===== config.mk =====
export PLATFORM = sky130hd
export DESIGN_NAME = dmfc_host
export DESIGN_NICKNAME = d
export VERILOG_FILES = /design/src/verilog/dmfc_pkg.sv /design/src/verilog/dmfc_host.sv
export SDC_FILE = /design/constraint.sdc
export NUM_CORES = 1
export LEC_CHECK = 0
export CAP_MARGIN = 40
export CELL_PAD_IN_SITES_DETAIL_PLACEMENT = 0
export CELL_PAD_IN_SITES_GLOBAL_PLACEMENT = 1
export CORE_ASPECT_RATIO = 0.9
export CORE_MARGIN = 2
export CORE_UTILIZATION = 40
export CTS_BUF_LIST = sky130_fd_sc_hd__clkbuf_4 sky130_fd_sc_hd__clkbuf_8
export DETAILED_ROUTE_END_ITERATION = 16
export DONT_BUFFER_PORTS = 1
export HOLD_SLACK_MARGIN = 0.12
export PLACE_DENSITY = 0.67
export SLEW_MARGIN = 10
export SYNTH_ARGS = -nofsm -noshare
export SYNTH_HDL_FRONTEND = slang
export SYNTH_SLANG_ARGS = --single-unit

===== constraint.sdc =====
create_clock -name sys_clk -period 2.1 [get_ports sys_clk]
set_input_delay 0.315 -clock sys_clk [delete_from_list [all_inputs] [get_ports sys_clk]]
set_output_delay 0.315 -clock sys_clk [all_outputs]
set_load 0.01 [all_outputs]

===== src/verilog/dmfc_pkg.sv =====
// Purpose: constants, types and helpers for the mode register feature host
// Assumes: opcode on A13..A0, mode register select on BG0,BA1,BA0
// Notes:   MR field positions below are mode register bit numbers
// Behaviour
// - host zeroes every unused present address bit; the code only zeroes the address bits outside ADDR_USED
// - host sets write command latency when CRC+DM; the code only refuses an MR3 write whose latency field is zero
// - gear-down needs MRS then sync pulse
// - two-cycle write preamble needs CWL above minimum
// - read preamble selectable, with training mode
// - with CAL, command follows chip select later
// - DBI and data mask never enabled together
// - termination input held valid when buffer on
// - parity error flag sticky until MRS clear
// - CRC error flag sticky until MRS clear
// - parity covers ACT, A16..A0, BA, BG
// - host programs tCCD_L for operating frequency; the code only refuses an MR6 tCCD_L below the configured minimum
package dmfc_pkg;
    // register byte offsets
    localparam logic [7:0] OFS_CMD    = 8'h00;
    localparam logic [7:0] OFS_CFG    = 8'h04;
    localparam logic [7:0] OFS_STATUS = 8'h08;
    // command register layout
    localparam int CMD_BA_LSB = 14;
    localparam int CMD_BG_LSB = 16;
    // configuration register layout
    localparam int CFG_CRC_EN   = 0;
    localparam int CFG_DM_EN    = 1;
    localparam int CFG_CWL_LSB  = 2;
    localparam int CFG_CCDL_LSB = 5;
    // status register layout
    localparam int ST_BUSY    = 0;
    localparam int ST_REFUSED = 1;
    localparam int ST_GEAR2N  = 2;
    localparam int ST_PAR_EN  = 3;
    localparam int ST_CAL_LSB = 4;
    // mode register numbers and field positions
    localparam logic [2:0] MR_RCW = 3'h7;
    localparam logic [2:0] MR2    = 3'h2;
    localparam logic [2:0] MR3    = 3'h3;
    localparam logic [2:0] MR4    = 3'h4;
    localparam logic [2:0] MR5    = 3'h5;
    localparam logic [2:0] MR6    = 3'h6;
    localparam int MR2_CWL_LSB  = 3;
    localparam int MR3_GEARDOWN = 3;
    localparam int MR3_WCL_LSB  = 9;
    localparam int MR4_CAL_LSB  = 6;
    localparam int MR4_WPRE2    = 12;
    localparam int MR5_PL_LSB   = 0;
    localparam int MR5_DM       = 10;
    localparam int MR5_WDBI     = 11;
    localparam int MR5_RDBI     = 12;
    localparam int MR6_CCDL_LSB = 10;
    // mode register set spacing in link clocks
    localparam logic [3:0] MRD_CK = 4'h8;

    typedef struct packed {
        logic        cs_n;
        logic        act_n;
        logic        ras_n;   // shares A16
        logic        cas_n;   // shares A15
        logic        we_n;    // shares A14
        logic [1:0]  bg;
        logic [1:0]  ba;
        logic [13:0] a;
        logic        par;
    } dmfc_ca_t;

    localparam dmfc_ca_t CA_DES = '{cs_n: 1'b1, act_n: 1'b1, ras_n: 1'b1, cas_n: 1'b1,
                                    we_n: 1'b1, bg: 2'h0, ba: 2'h0, a: 14'h0000, par: 1'b0};

    typedef enum logic [2:0] {
        DMFC_IDLE = 3'b000,
        DMFC_CAL  = 3'b001,
        DMFC_CMD  = 3'b010,
        DMFC_GAP  = 3'b011,
        DMFC_SYNC = 3'b100
    } dmfc_state_t;

    // clocks between chip select and command for a CAL code
    function automatic logic [3:0] dmfc_cal_clocks(input logic [2:0] code);
        case (code)
            3'h1: dmfc_cal_clocks = 4'h3;
            3'h2: dmfc_cal_clocks = 4'h4;
            3'h3: dmfc_cal_clocks = 4'h5;
            3'h4: dmfc_cal_clocks = 4'h6;
            3'h5: dmfc_cal_clocks = 4'h8;
            default: dmfc_cal_clocks = 4'h0;
        endcase
    endfunction : dmfc_cal_clocks

    // even parity over the covered command and address lines
    function automatic logic dmfc_parity(input dmfc_ca_t c);
        dmfc_parity = ^{c.act_n, c.ras_n, c.cas_n, c.we_n, c.bg, c.ba, c.a};
    endfunction : dmfc_parity
endpackage : dmfc_pkg


===== src/verilog/dmfc_host.sv =====
// Purpose: issues mode register set commands to a DDR4 device from APB
// Assumes: single rank, commands launched on falling link clock edges
// Notes:   the host makes the link clock by dividing sys_clk
//
// The implementer's own choices: the APB interface to the registers and the placing of the registers.
`timescale 1ns/10ps
module dmfc_host #(
    parameter int          CK_HALF   = 4,         // sys_clk cycles per link clock half
    parameter logic [13:0] ADDR_USED = 14'h3FFF   // address pins present on the part
) (
    input  wire logic              sys_clk,   // 250 MHz system clock
    input  wire logic              rst_n,     // asynchronous reset, active low
    input  wire logic [7:0]        paddr,     // APB address
    input  wire logic              psel,      // APB select
    input  wire logic              penable,   // APB enable
    input  wire logic              pwrite,    // APB direction
    input  wire logic [31:0]       pwdata,    // APB write data
    output logic [31:0]            prdata,    // APB read data
    output logic                   pready,    // APB ready
    output logic                   pslverr,   // APB error
    output logic                   ck_t,      // link clock true
    output logic                   ck_c,      // link clock complement
    output logic                   cke,       // clock enable pin
    output logic                   odt,       // termination control pin
    output dmfc_pkg::dmfc_ca_t     ca         // command and address pins
);
    import dmfc_pkg::*;

    logic [7:0]  div_reg;
    logic        ck_reg;
    logic        ck_c_reg;
    logic        ck_fall;
    logic [17:0] cmd_reg;
    logic [7:0]  cfg_reg;
    logic        pend_reg;
    logic        refused_reg;
    logic        busy_reg;
    logic        gear_reg;
    logic        sync_due_reg;
    logic        hold2_reg;
    logic [2:0]  cwl_sh_reg;
    logic        wpre2_sh_reg;
    logic [2:0]  cal_sh_reg;
    logic [2:0]  pl_sh_reg;
    logic [3:0]  cnt_reg;
    dmfc_state_t state_reg;
    dmfc_ca_t    ca_reg;
    dmfc_ca_t    mrs_word;
    logic [31:0] prdata_reg;
    logic        pslverr_reg;
    logic        pready_reg;
    logic        odt_reg;
    logic        cke_reg;
    logic        wr_cmd;
    logic        wr_cfg;
    logic        wr_status;
    logic        bad;
    logic        accept;
    logic [2:0]  mr_sel;
    logic [13:0] op_in;
    logic [3:0]  cal_clk;
    logic        done;

    // link clock divider, falling edge marks the launch point
    always_ff @(posedge sys_clk or negedge rst_n) begin
        if (!rst_n) begin
            div_reg  <= 8'h00;
            ck_reg   <= 1'b0;
            ck_c_reg <= 1'b1;
        end else if (div_reg == 8'(CK_HALF - 1)) begin
            div_reg  <= 8'h00;
            ck_reg   <= ~ck_reg;
            ck_c_reg <= ck_reg;
        end else begin
            div_reg <= div_reg + 8'h01;
        end
    end
    assign ck_fall = ck_reg && (div_reg == 8'(CK_HALF - 1));
    assign ck_t    = ck_reg;
    assign ck_c    = ck_c_reg;

    // APB decode and command checks
    assign wr_cmd    = psel && penable && pwrite && (paddr == OFS_CMD);
    assign wr_cfg    = psel && penable && pwrite && (paddr == OFS_CFG);
    assign wr_status = psel && penable && pwrite && (paddr == OFS_STATUS);
    assign mr_sel    = {pwdata[CMD_BG_LSB], pwdata[CMD_BA_LSB+1], pwdata[CMD_BA_LSB]};
    assign op_in     = pwdata[13:0];
    always_comb begin
        bad = 1'b0;
        if (mr_sel == MR_RCW)
            bad = 1'b1;
        if (mr_sel == MR3 && cfg_reg[CFG_CRC_EN] && cfg_reg[CFG_DM_EN]
            && op_in[MR3_WCL_LSB+:2] == 2'h0)
            bad = 1'b1;
        if (mr_sel == MR2 && wpre2_sh_reg
            && op_in[MR2_CWL_LSB+:3] <= cfg_reg[CFG_CWL_LSB+:3])
            bad = 1'b1;
        if (mr_sel == MR4 && op_in[MR4_WPRE2]
            && cwl_sh_reg <= cfg_reg[CFG_CWL_LSB+:3])
            bad = 1'b1;
        if (mr_sel == MR5 && op_in[MR5_DM]
            && (op_in[MR5_WDBI] || op_in[MR5_RDBI]))
            bad = 1'b1;
        if (mr_sel == MR6 && op_in[MR6_CCDL_LSB+:3] < cfg_reg[CFG_CCDL_LSB+:3])
            bad = 1'b1;
    end
    assign accept = wr_cmd && !busy_reg && !bad;

    // command and configuration registers
    always_ff @(posedge sys_clk or negedge rst_n) begin
        if (!rst_n) begin
            cmd_reg <= 18'h00000;
            cfg_reg <= 8'h00;
        end else begin
            if (accept)
                cmd_reg <= {pwdata[17:14], op_in & ADDR_USED};
            if (wr_cfg)
                cfg_reg <= pwdata[7:0];
        end
    end

    // refused flag, a new refusal wins over the clear
    always_ff @(posedge sys_clk or negedge rst_n) begin
        if (!rst_n)
            refused_reg <= 1'b0;
        else if (wr_cmd && (busy_reg || bad))
            refused_reg <= 1'b1;
        else if (wr_status && pwdata[ST_REFUSED])
            refused_reg <= 1'b0;
    end

    // pending request, cleared once the command has left
    assign done = ck_fall && (state_reg == DMFC_CMD) && !hold2_reg;
    always_ff @(posedge sys_clk or negedge rst_n) begin
        if (!rst_n)
            pend_reg <= 1'b0;
        else if (accept)
            pend_reg <= 1'b1;
        else if (done)
            pend_reg <= 1'b0;
    end

    // busy covers the pending command and the trailing spacing
    always_ff @(posedge sys_clk or negedge rst_n) begin
        if (!rst_n)
            busy_reg <= 1'b0;
        else
            busy_reg <= accept || pend_reg || (state_reg != DMFC_IDLE);
    end

    // APB answer, prepared during setup so it comes from flip-flops
    always_ff @(posedge sys_clk or negedge rst_n) begin
        if (!rst_n) begin
            prdata_reg  <= 32'h00000000;
            pslverr_reg <= 1'b0;
            pready_reg  <= 1'b0;
        end else begin
            pready_reg <= 1'b1;
            if (psel && !penable) begin
                pslverr_reg <= 1'b0;
                case (paddr)
                    OFS_CMD:    prdata_reg <= {14'h0000, cmd_reg};
                    OFS_CFG:    prdata_reg <= {24'h000000, cfg_reg};
                    OFS_STATUS: prdata_reg <= {25'h0000000, cal_sh_reg, pl_sh_reg != 3'h0,
                                               gear_reg, refused_reg, busy_reg};
                    default: begin
                        prdata_reg  <= 32'h00000000;
                        pslverr_reg <= 1'b1;
                    end
                endcase
            end
        end
    end
    assign prdata  = prdata_reg;
    assign pslverr = pslverr_reg;
    assign pready  = pready_reg;

    // static pins: clock enabled, termination held at a valid low
    always_ff @(posedge sys_clk or negedge rst_n) begin
        if (!rst_n) begin
            cke_reg <= 1'b0;
            odt_reg <= 1'b0;
        end else begin
            cke_reg <= 1'b1;
            odt_reg <= 1'b0;
        end
    end
    assign cke = cke_reg;
    assign odt = odt_reg;

    // mode register set word with parity when enabled
    always_comb begin
        mrs_word       = CA_DES;
        mrs_word.cs_n  = 1'b0;
        mrs_word.ras_n = 1'b0;
        mrs_word.cas_n = 1'b0;
        mrs_word.we_n  = 1'b0;
        mrs_word.bg    = cmd_reg[17:16];
        mrs_word.ba    = cmd_reg[15:14];
        mrs_word.a     = cmd_reg[13:0];
        mrs_word.par   = (pl_sh_reg != 3'h0) ? dmfc_parity(mrs_word) : 1'b0;
    end
    assign cal_clk = dmfc_cal_clocks(cal_sh_reg);

    // command sequencer, moves on link clock falling edges
    always_ff @(posedge sys_clk or negedge rst_n) begin
        if (!rst_n) begin
            state_reg <= DMFC_IDLE;
            ca_reg    <= CA_DES;
            cnt_reg   <= 4'h0;
            hold2_reg <= 1'b0;
        end else if (ck_fall) begin
            case (state_reg)
                DMFC_IDLE: begin
                    hold2_reg <= gear_reg;
                    if (pend_reg && cal_clk != 4'h0) begin
                        ca_reg      <= CA_DES;
                        ca_reg.cs_n <= 1'b0;
                        cnt_reg     <= cal_clk - 4'h1;
                        state_reg   <= DMFC_CAL;
                    end else if (pend_reg) begin
                        ca_reg    <= mrs_word;
                        state_reg <= DMFC_CMD;
                    end
                end
                DMFC_CAL: begin
                    if (cnt_reg == 4'h0) begin
                        ca_reg      <= mrs_word;
                        ca_reg.cs_n <= 1'b1;
                        state_reg   <= DMFC_CMD;
                    end else begin
                        ca_reg  <= CA_DES;
                        cnt_reg <= cnt_reg - 4'h1;
                    end
                end
                DMFC_CMD: begin
                    if (hold2_reg) begin
                        hold2_reg <= 1'b0;
                    end else begin
                        ca_reg    <= CA_DES;
                        cnt_reg   <= MRD_CK - 4'h1;
                        state_reg <= DMFC_GAP;
                    end
                end
                DMFC_GAP: begin
                    ca_reg <= CA_DES;
                    if (cnt_reg != 4'h0) begin
                        cnt_reg <= cnt_reg - 4'h1;
                    end else if (sync_due_reg) begin
                        ca_reg      <= CA_DES;
                        ca_reg.cs_n <= 1'b0;
                        state_reg   <= DMFC_SYNC;
                    end else begin
                        state_reg <= DMFC_IDLE;
                    end
                end
                DMFC_SYNC: begin
                    ca_reg    <= CA_DES;
                    cnt_reg   <= MRD_CK - 4'h1;
                    state_reg <= DMFC_GAP;
                end
                default: begin
                    ca_reg    <= CA_DES;
                    state_reg <= DMFC_IDLE;
                end
            endcase
        end
    end
    assign ca = ca_reg;

    // shadows of delivered settings; error clears in MR5 pass as written
    always_ff @(posedge sys_clk or negedge rst_n) begin
        if (!rst_n) begin
            cwl_sh_reg   <= 3'h0;
            wpre2_sh_reg <= 1'b0;
            cal_sh_reg   <= 3'h0;
            pl_sh_reg    <= 3'h0;
        end else if (done) begin
            case ({cmd_reg[16], cmd_reg[15:14]})
                MR2: cwl_sh_reg <= cmd_reg[MR2_CWL_LSB+:3];
                MR4: begin
                    wpre2_sh_reg <= cmd_reg[MR4_WPRE2];
                    cal_sh_reg   <= cmd_reg[MR4_CAL_LSB+:3];
                end
                MR5: pl_sh_reg <= cmd_reg[MR5_PL_LSB+:3];
                default: pl_sh_reg <= pl_sh_reg;
            endcase
        end
    end

    // gear-down: after the enabling MRS a sync pulse switches to 2N
    always_ff @(posedge sys_clk or negedge rst_n) begin
        if (!rst_n) begin
            gear_reg     <= 1'b0;
            sync_due_reg <= 1'b0;
        end else if (done && {cmd_reg[16], cmd_reg[15:14]} == MR3
                     && cmd_reg[MR3_GEARDOWN] && !gear_reg) begin
            sync_due_reg <= 1'b1;
        end else if (ck_fall && state_reg == DMFC_SYNC) begin
            sync_due_reg <= 1'b0;
            gear_reg     <= 1'b1;
        end
    end

    // checks on the pins and on refusals
    a_no_rcw_code: assert property (@(posedge sys_clk) disable iff (!rst_n)
        !ca_reg.ras_n |-> {ca_reg.bg[0], ca_reg.ba} != MR_RCW)
        else $error("reserved register code issued");
    a_unused_zero: assert property (@(posedge sys_clk) disable iff (!rst_n)
        (ca_reg.a & ~ADDR_USED) == 14'h0000)
        else $error("unused address bit driven high");
    a_parity_cover: assert property (@(posedge sys_clk) disable iff (!rst_n)
        (state_reg == DMFC_CMD && pl_sh_reg != 3'h0) |-> ca_reg.par == dmfc_parity(ca_reg))
        else $error("parity does not cover command");
    a_parity_off: assert property (@(posedge sys_clk) disable iff (!rst_n)
        (pl_sh_reg == 3'h0) |-> !ca_reg.par)
        else $error("parity driven while disabled");
    a_wcl_refuse: assert property (@(posedge sys_clk) disable iff (!rst_n)
        (wr_cmd && mr_sel == MR3 && cfg_reg[CFG_CRC_EN] && cfg_reg[CFG_DM_EN]
         && op_in[MR3_WCL_LSB+:2] == 2'h0) |=> refused_reg && !$rose(pend_reg))
        else $error("missing write command latency accepted");
    a_cwl_refuse: assert property (@(posedge sys_clk) disable iff (!rst_n)
        (wr_cmd && mr_sel == MR4 && op_in[MR4_WPRE2]
         && cwl_sh_reg <= cfg_reg[CFG_CWL_LSB+:3]) |=> refused_reg)
        else $error("two cycle preamble with low CWL accepted");
    a_dbi_dm_excl: assert property (@(posedge sys_clk) disable iff (!rst_n)
        (wr_cmd && mr_sel == MR5 && op_in[MR5_DM] && op_in[MR5_WDBI]) |=> refused_reg)
        else $error("DBI with data mask accepted");
    a_ccdl_refuse: assert property (@(posedge sys_clk) disable iff (!rst_n)
        (wr_cmd && mr_sel == MR6 && op_in[MR6_CCDL_LSB+:3] < cfg_reg[CFG_CCDL_LSB+:3])
        |=> refused_reg)
        else $error("short tCCD_L accepted");
    a_sync_first: assert property (@(posedge sys_clk) disable iff (!rst_n)
        $rose(gear_reg) |-> $past(state_reg) == DMFC_SYNC && ca_reg.cs_n)
        else $error("2N entered without sync pulse");
    a_cal_split: assert property (@(posedge sys_clk) disable iff (!rst_n)
        (state_reg == DMFC_CMD && $past(state_reg) == DMFC_CAL) |-> ca_reg.cs_n)
        else $error("chip select low with delayed command");
    a_odt_valid: assert property (@(posedge sys_clk) disable iff (!rst_n)
        ##1 !odt_reg)
        else $error("termination pin not held low");
endmodule : dmfc_host


Yosys cells after proc, flatten, opt, wreduce, memory -nomap -nowiden
Index checks and enable logic that the tools add are counted.

Equality and inequality tests: 29. Order comparisons: 3. Bitwise logic cells: 2. Reductions and logical operators: 60. $add $sub $neg: 3. Mux-type cells: 37.

Operator list (count): 24-bit two-way mux (5); 24-bit one-hot mux with 4 select lines (1); 18-bit one-hot mux with 3 select lines (1); 4-bit one-hot mux with 5 select lines (2); 1-bit logical AND (28); 3-bit == test (second input constant) (9); 3-bit by 2-bit == test with 1-bit output (second input constant) (8); 22-bit two-way mux (1); 22-bit parity (1); 3-bit two-way mux (6); 4-bit two-way mux (4); 3-bit one-hot mux with 5 select lines (1); 1-bit two-way mux (14); 2-bit != test (second input constant) (6); 2-bit AND reduction (5); 8-bit by 1-bit adder with 8-bit output (second input constant) (1); 8-bit by 2-bit == test with 1-bit output (second input constant) (1); 8-bit by 3-bit == test with 1-bit output (second input constant) (1); 8-bit by 4-bit == test with 1-bit output (second input constant) (1); 8-bit zero test (1); 8-bit two-way mux (1); 2-bit nonzero test (4); 4-bit nonzero test (2); 4-bit by 1-bit subtractor with 4-bit output (second input constant) (2); 17 further kinds (28).

Input port bits: 45. Flip-flop bits (word level): 117. Logic and storage cells: 163. Output and inout bits: 62.

Depth between registers and ports, before layout
Depth in word-level cells: 13. Gate-level depth with buffers: 9. Depth with buffers taken out: 8.

Least setup slack after synthesis
Ideal clock, no wire load.

Path type: register to register. Start: reg cal_sh_reg[1]. End: reg ca_reg (netlist bit ca[10]). Setup slack: 14 ps. Data arrival time: 2021 ps. Required time: 2035 ps. Clock period less this slack: 2086 ps. Buffers on the path: 1. Library setup time: 65 ps. Cell stages (with the launch flop): 9. Cell sequence: dfrtp_1 > inv_1 > ha_1 > nor2b_1 > o31ai_1 > o211ai_1 > nor2_1 > buf_4 > a22o_1.

Word-level cells in the longest chain between the ends: 6. Elaborated cells between the ends (all ways): 12. Those cells by class: eq/ne (6); mux (3); reduce/logical (3).

Ends and longest elaborated chain: from (decl) (line dmfc_host.sv:43) `logic [2:0] cal_sh_reg;`; from (signal assigned) (line dmfc_host.sv:283) `cal_sh_reg <= cmd_reg[MR4_CAL_LSB+:3];`; 3-bit == test (tied with other cells) (line dmfc_pkg.sv:81) `case (code)`; 4-bit one-hot mux with 5 select lines * (line dmfc_pkg.sv:81); 4-bit nonzero test * (line dmfc_host.sv:216) `if (pend_reg && cal_clk != 4'h0) begin`; 1-bit logical AND * (line dmfc_host.sv:216); 24-bit two-way mux or 3-bit != test (tied branches); 24-bit one-hot mux with 4 select lines or 3-bit AND reduction (tied branches); to (signal assigned) (line dmfc_host.sv:222) `ca_reg <= mrs_word;`; to (signal assigned) (line dmfc_host.sv:228) `ca_reg <= mrs_word;`; to (decl) (line dmfc_host.sv:47) `dmfc_ca_t ca_reg;`.

Every way passes the cells marked *; elsewhere a longest branch is shown, timed or not. A chain may end at the register's enable or synchronous reset.

Worst setup path in the final report
Start: reg cfg_reg[3]. End: reg cmd_reg[10].

Word-level cells in the longest chain between the ends: 8. Elaborated cells between the ends (all ways): 10. Those cells by class: order compare (2); mux (4); reduce/logical (4).

Ends and longest elaborated chain: from (decl) (line dmfc_host.sv:34) `logic [7:0] cfg_reg;`; from (signal assigned) (line dmfc_host.sv:118) `cfg_reg <= pwdata[7:0];`; 3-bit less-or-equal comparator (line dmfc_host.sv:96) `&& op_in[MR2_CWL_LSB+:3] <= cfg_reg[CFG_CWL_LSB+:3])`; 1-bit logical AND (line dmfc_host.sv:96); 1-bit two-way mux (line dmfc_host.sv:95) `if (mr_sel == MR2 && wpre2_sh_reg`; 1-bit two-way mux * (line dmfc_host.sv:98) `if (mr_sel == MR4 && op_in[MR4_WPRE2]`; 1-bit two-way mux * (line dmfc_host.sv:101) `if (mr_sel == MR5 && op_in[MR5_DM]`; 1-bit two-way mux * (line dmfc_host.sv:104) `if (mr_sel == MR6 && op_in[MR6_CCDL_LSB+:3] < cfg_reg[CFG_CCDL_LSB+:3])`; 1-bit zero test * (line dmfc_host.sv:107) `assign accept = wr_cmd && !busy_reg && !bad;`; 1-bit logical AND * (line dmfc_host.sv:107); to (signal assigned) (line dmfc_host.sv:116) `cmd_reg <= {pwdata[17:14], op_in & ADDR_USED};`; to (decl) (line dmfc_host.sv:33) `logic [17:0] cmd_reg;`.

Marked as above.

==> results.rst <==
.. list-table::
   :header-rows: 1

   * - Metric
     - Value
   * - Ys Warns
     - 0
   * - Start-to-end type of the worst setup path
     - reg -> reg
   * - Worst stage delay on the critical path
     - 400 ps
   * - Status
     - complete, but fails checks
   * - Area leader, netlist
     - sky130_fd_sc_hd__dfrtp_1
   * - Slew of the pin with the lowest slew margin
     - 522 ps
   * - Die footprint
     - 0.0133 mm2
   * - Depth of the CTS H-tree
     - 3
   * - Leading cell type by number of instances after synthesis
     - sky130_fd_sc_hd__dfrtp_1
   * - Synth Instances
     - 437
   * - RSZ-0062 raised after global routing
     - true
   * - Post-synthesis cell area
     - 0.00496 mm2
   * - Num rows
     - 38
   * - Final slew viol count
     - 0
   * - Hold Violations, Final
     - 100
   * - Cell-internal power
     - 0.00244 W
   * - Net Sw Frac
     - 0.246
   * - Data required time of the critical path
     - 2370 ps
   * - Number of buffers on the longest clock path
     - 2
   * - Detailed-routing iteration count for the pre-antenna-repair pass
     - 4
   * - Startpoint type of the worst setup path
     - flip-flop
   * - Data arrival time of the worst path
     - 2400 ps
   * - Filler cell count in the final layout
     - 1,131
   * - Core box area
     - 0.0121 mm2
   * - Flip-flop and latch count after synthesis
     - 100
   * - Via density
     - 5.30
   * - Worst voltage drop across the vdd grid
     - 0.468 mV
   * - Clk sinks
     - 100
   * - Combinational fraction of design power
     - 0.032
   * - Static Leakage
     - 2.82 nW
   * - Min Clock Period, post-route
     - 2130 ps
   * - Global-route wire length before repair
     - 18,500 um
   * - DP Wirelength
     - 8220 um
   * - CP Max Fanout
     - 6
   * - Global-route congestion overflow total
     - 0
   * - Wire per inst
     - 17.6 um
   * - Layout Area Growth over Synthesis
     - 19.3%
   * - Number of enable flip-flop cells after synthesis
     - 0
   * - Number of unique standard cell types used by synthesis
     - 56
   * - Hold Buf Count CTS
     - 19
   * - Number of antenna repair diodes
     - 0
   * - Number of buffers created by CTS
     - 9
   * - Number of antenna violations at the first check in global routing
     - 0
   * - Power Density
     - 548 mW/mm2
   * - Clock latency on the worst-skew pair
     - 380 ps
   * - Most used flip-flop cell after synthesis
     - sky130_fd_sc_hd__dfrtp_1
   * - Slowest-stage cell, CP
     - sky130_fd_sc_hd__dfrtp_1
   * - Average size of a mapped cell
     - 11.3 um2
   * - Sequential Power Share
     - 0.598
   * - Effective utilization at floorplan
     - 0.410
   * - Buffers & Inverters on Critical Path
     - 2
   * - Share of the clock period used by the worst path
     - 1.01
   * - Flip-flop count of the largest register, all copies and words added
     - 21
   * - Worst setup margin
     - -25.2 ps
   * - Post-detailed-route DRC marker count
     - 0
   * - Share of async-settable or async-resettable flops after synthesis
     - 1.00
   * - Maximum capacitance violations
     - 0
   * - Dominant delay contributor by cell family on the critical path
     - compound AO/OA/AOI/OAI gates
   * - Number of vias in the routed layout
     - 3,501
   * - Fraction of layout cells with a size suffix above 1
     - 0.248
   * - Worst slack on hold paths
     - -372 ps
   * - Final setup violation count
     - 18
   * - Violated checks
     - hold timing, setup timing
   * - Count of buffers inserted at the top-level ports
     - 0
   * - CTS tree
     - yes
   * - Kind of path behind the tightest hold check
     - in -> async
   * - Final Net Count
     - 557
   * - Most area-consuming cells after synthesis
     - sky130_fd_sc_hd__dfrtp_1 (49%), sky130_fd_sc_hd__mux2_2 (7.0%), sky130_fd_sc_hd__a22o_1 (6.2%)
   * - Share of synthesized area occupied by flip-flops and latches
     - 0.506
   * - Worst Setup End Kind
     - flip-flop
   * - Relative contribution of the clock network to total power
     - 0.370
   * - Number of top-level design ports
     - 107
   * - Cell at the root of the clock tree
     - sky130_fd_sc_hd__clkbuf_8
   * - Largest net degree at the start of global routing
     - 101
   * - Final antenna-violating net count
     - 0
   * - Clock slew at the register clock pins of the worst setup and hold paths
     - 110 ps
   * - Commonest cells in the synthesized netlist
     - sky130_fd_sc_hd__dfrtp_1 (97), sky130_fd_sc_hd__a22o_1 (35), sky130_fd_sc_hd__mux2_2 (31)
   * - Via count of the first global-routing pass
     - 3,521
   * - Routed wire length
     - 11,600 um
   * - Remaining max-slew budget at the tightest pin
     - 0.649
   * - Net load switching power
     - 0.000797 W
   * - Max Fclk
     - 471 MHz
   * - Finished Core Util
     - 0.490
   * - Initial drt markers
     - 126
   * - Tot GR Track Use
     - 0.180
   * - Clock Skew
     - 14.5 ps
   * - Pre-CTS setup slack
     - -234 ps
   * - Width of the die
     - 121 um
   * - Vertical extent of the die
     - 110 um
   * - Synth top area share
     - 0.490
   * - Routability congestion estimate
     - 0.783
   * - Sequence of cells on the critical path
     - inv_2 -> ha_4 -> nor2b_4 -> o21a_1 -> o21ai_2 -> a41oi_2 -> nand4b_4 -> clkbuf_16 -> mux2_4
==> metrics by stage <==
| stage | power (W) | area [um2] | instances | hold WS (ps) | TNS [ps] |
|---|---|---|---|---|---|
| global route | 0.00335 | 5910 | 661 | -408 | -1840 |
| finish | 0.00324 | 5910 | 661 | -372 | -222 |
| detailed placement | 0.00204 | 5320 | 616 | 22.0 | -4400 |
| CTS | 0.00326 | 5760 | 656 | -401 | -72.9 |
| floorplan | 0.00205 | 5010 | 452 | 19.4 | 0 |
| global placement | 0.00203 | 5320 | 616 | 21.8 | -3710 |
==> cells by family (layout without fill, tap and decap cells) <==
logic type,Yosys count,in the layout,synth area share
XOR/XNOR,26,26,0.0459
other,2,17,0.00151
adder cells (fa/ha/maj),16,16,0.0404
AO/OA/AOI/OAI,98,98,0.137
flip-flops,100,100,0.506
AND/OR/NAND/NOR,103,103,0.119
multiplexers,41,41,0.0926
buffers and inverters,51,100,0.0575
==> area by class of cell <==
type / instances / area (um2) / area share
repair buffers: 68 / 613 / 0.104
clock inverters: 7 / 62.6 / 0.0106
flip-flops and latches: 100 / 2510 / 0.424
multi-input cells: 301 / 2350 / 0.397
inverters: 16 / 60.1 / 0.0102
well taps: 160 / 200 / 0.0339
clock buffers: 9 / 124 / 0.0210
==> layer usage <==
layer | track usage | share of wire | vias up
met5 | 0 | 0 | -
met4 | 0.0501 | 0.0092 | 0
met3 | 0.0420 | 0.040 | 8
met2 | 0.292 | 0.46 | 71
met1 | 0.243 | 0.49 | 1778
li1 | - | - | 1644
==> final timing paths <==
path | startpoint | endpoint | slack, ps | cells past startpoint
max in group asynchronous | rst_n | ca[21] | 2260 | 0
setup / recovery | cfg_reg[3] | cmd_reg[10] | -30 | 9
setup reg to reg | cfg_reg[3] | cmd_reg[10] | -30 | 9
hold reg to reg | refused_reg | refused_reg | 490 | 1
min in group sys_clk | pwdata[1] | refused_reg | 140 | 2
hold / removal | rst_n | cfg_reg[4] | -370 | 0
==> power groups by stage <==
| stage | logic [W] | clock network (W) | registers, W |
|---|---|---|---|
| final | 0.000105 | 0.00120 | 0.00193 |
| after global routing | 0.000117 | 0.00129 | 0.00194 |
| after CTS | 0.0000993 | 0.00123 | 0.00194 |
| after detailed placement | 0.0000644 | 0 | 0.00197 |
| after global placement | 0.0000622 | 0 | 0.00197 |
| after floorplan | 0.0000809 | 0 | 0.00197 |
==> repair_timing <==
action / in CTS / in global routing
setup endpoints to repair: 30 / 52
resized for setup: 10 / 24
setup buffers: 5 / 4
pin swaps: 6 / 11
endpoints found under the hold margin: 127 / 100
gates cloned: 0 / 1
==> layout by cell type (no fill, tap or decap), types with 3 or more instances in the layout <==
cell,n
sky130_fd_sc_hd__dfrtp_1,97
sky130_fd_sc_hd__buf_4,45
sky130_fd_sc_hd__a22o_1,35
sky130_fd_sc_hd__o21ai_0,27
sky130_fd_sc_hd__nand2_1,25
sky130_fd_sc_hd__xnor2_1,22
sky130_fd_sc_hd__mux2_4,19
sky130_fd_sc_hd__dlygate4sd3_1,19
sky130_fd_sc_hd__conb_1,17
sky130_fd_sc_hd__inv_1,15
sky130_fd_sc_hd__nor2_1,15
sky130_fd_sc_hd__mux2_2,14
sky130_fd_sc_hd__ha_1,14
sky130_fd_sc_hd__a21oi_1,11
sky130_fd_sc_hd__nand2b_1,9
sky130_fd_sc_hd__nand3_1,9
sky130_fd_sc_hd__clkbuf_8,9
sky130_fd_sc_hd__mux2i_1,8
sky130_fd_sc_hd__nor2b_1,6
sky130_fd_sc_hd__nor3_1,6
sky130_fd_sc_hd__nand3b_1,5
sky130_fd_sc_hd__xor2_1,4
sky130_fd_sc_hd__nor4_1,4
sky130_fd_sc_hd__o21a_1,4
sky130_fd_sc_hd__a21o_1,4
sky130_fd_sc_hd__inv_6,4
sky130_fd_sc_hd__o21ai_2,3
sky130_fd_sc_hd__dfstp_2,3
sky130_fd_sc_hd__buf_12,3
Note: power is estimated with default switching activity, not from simulation.
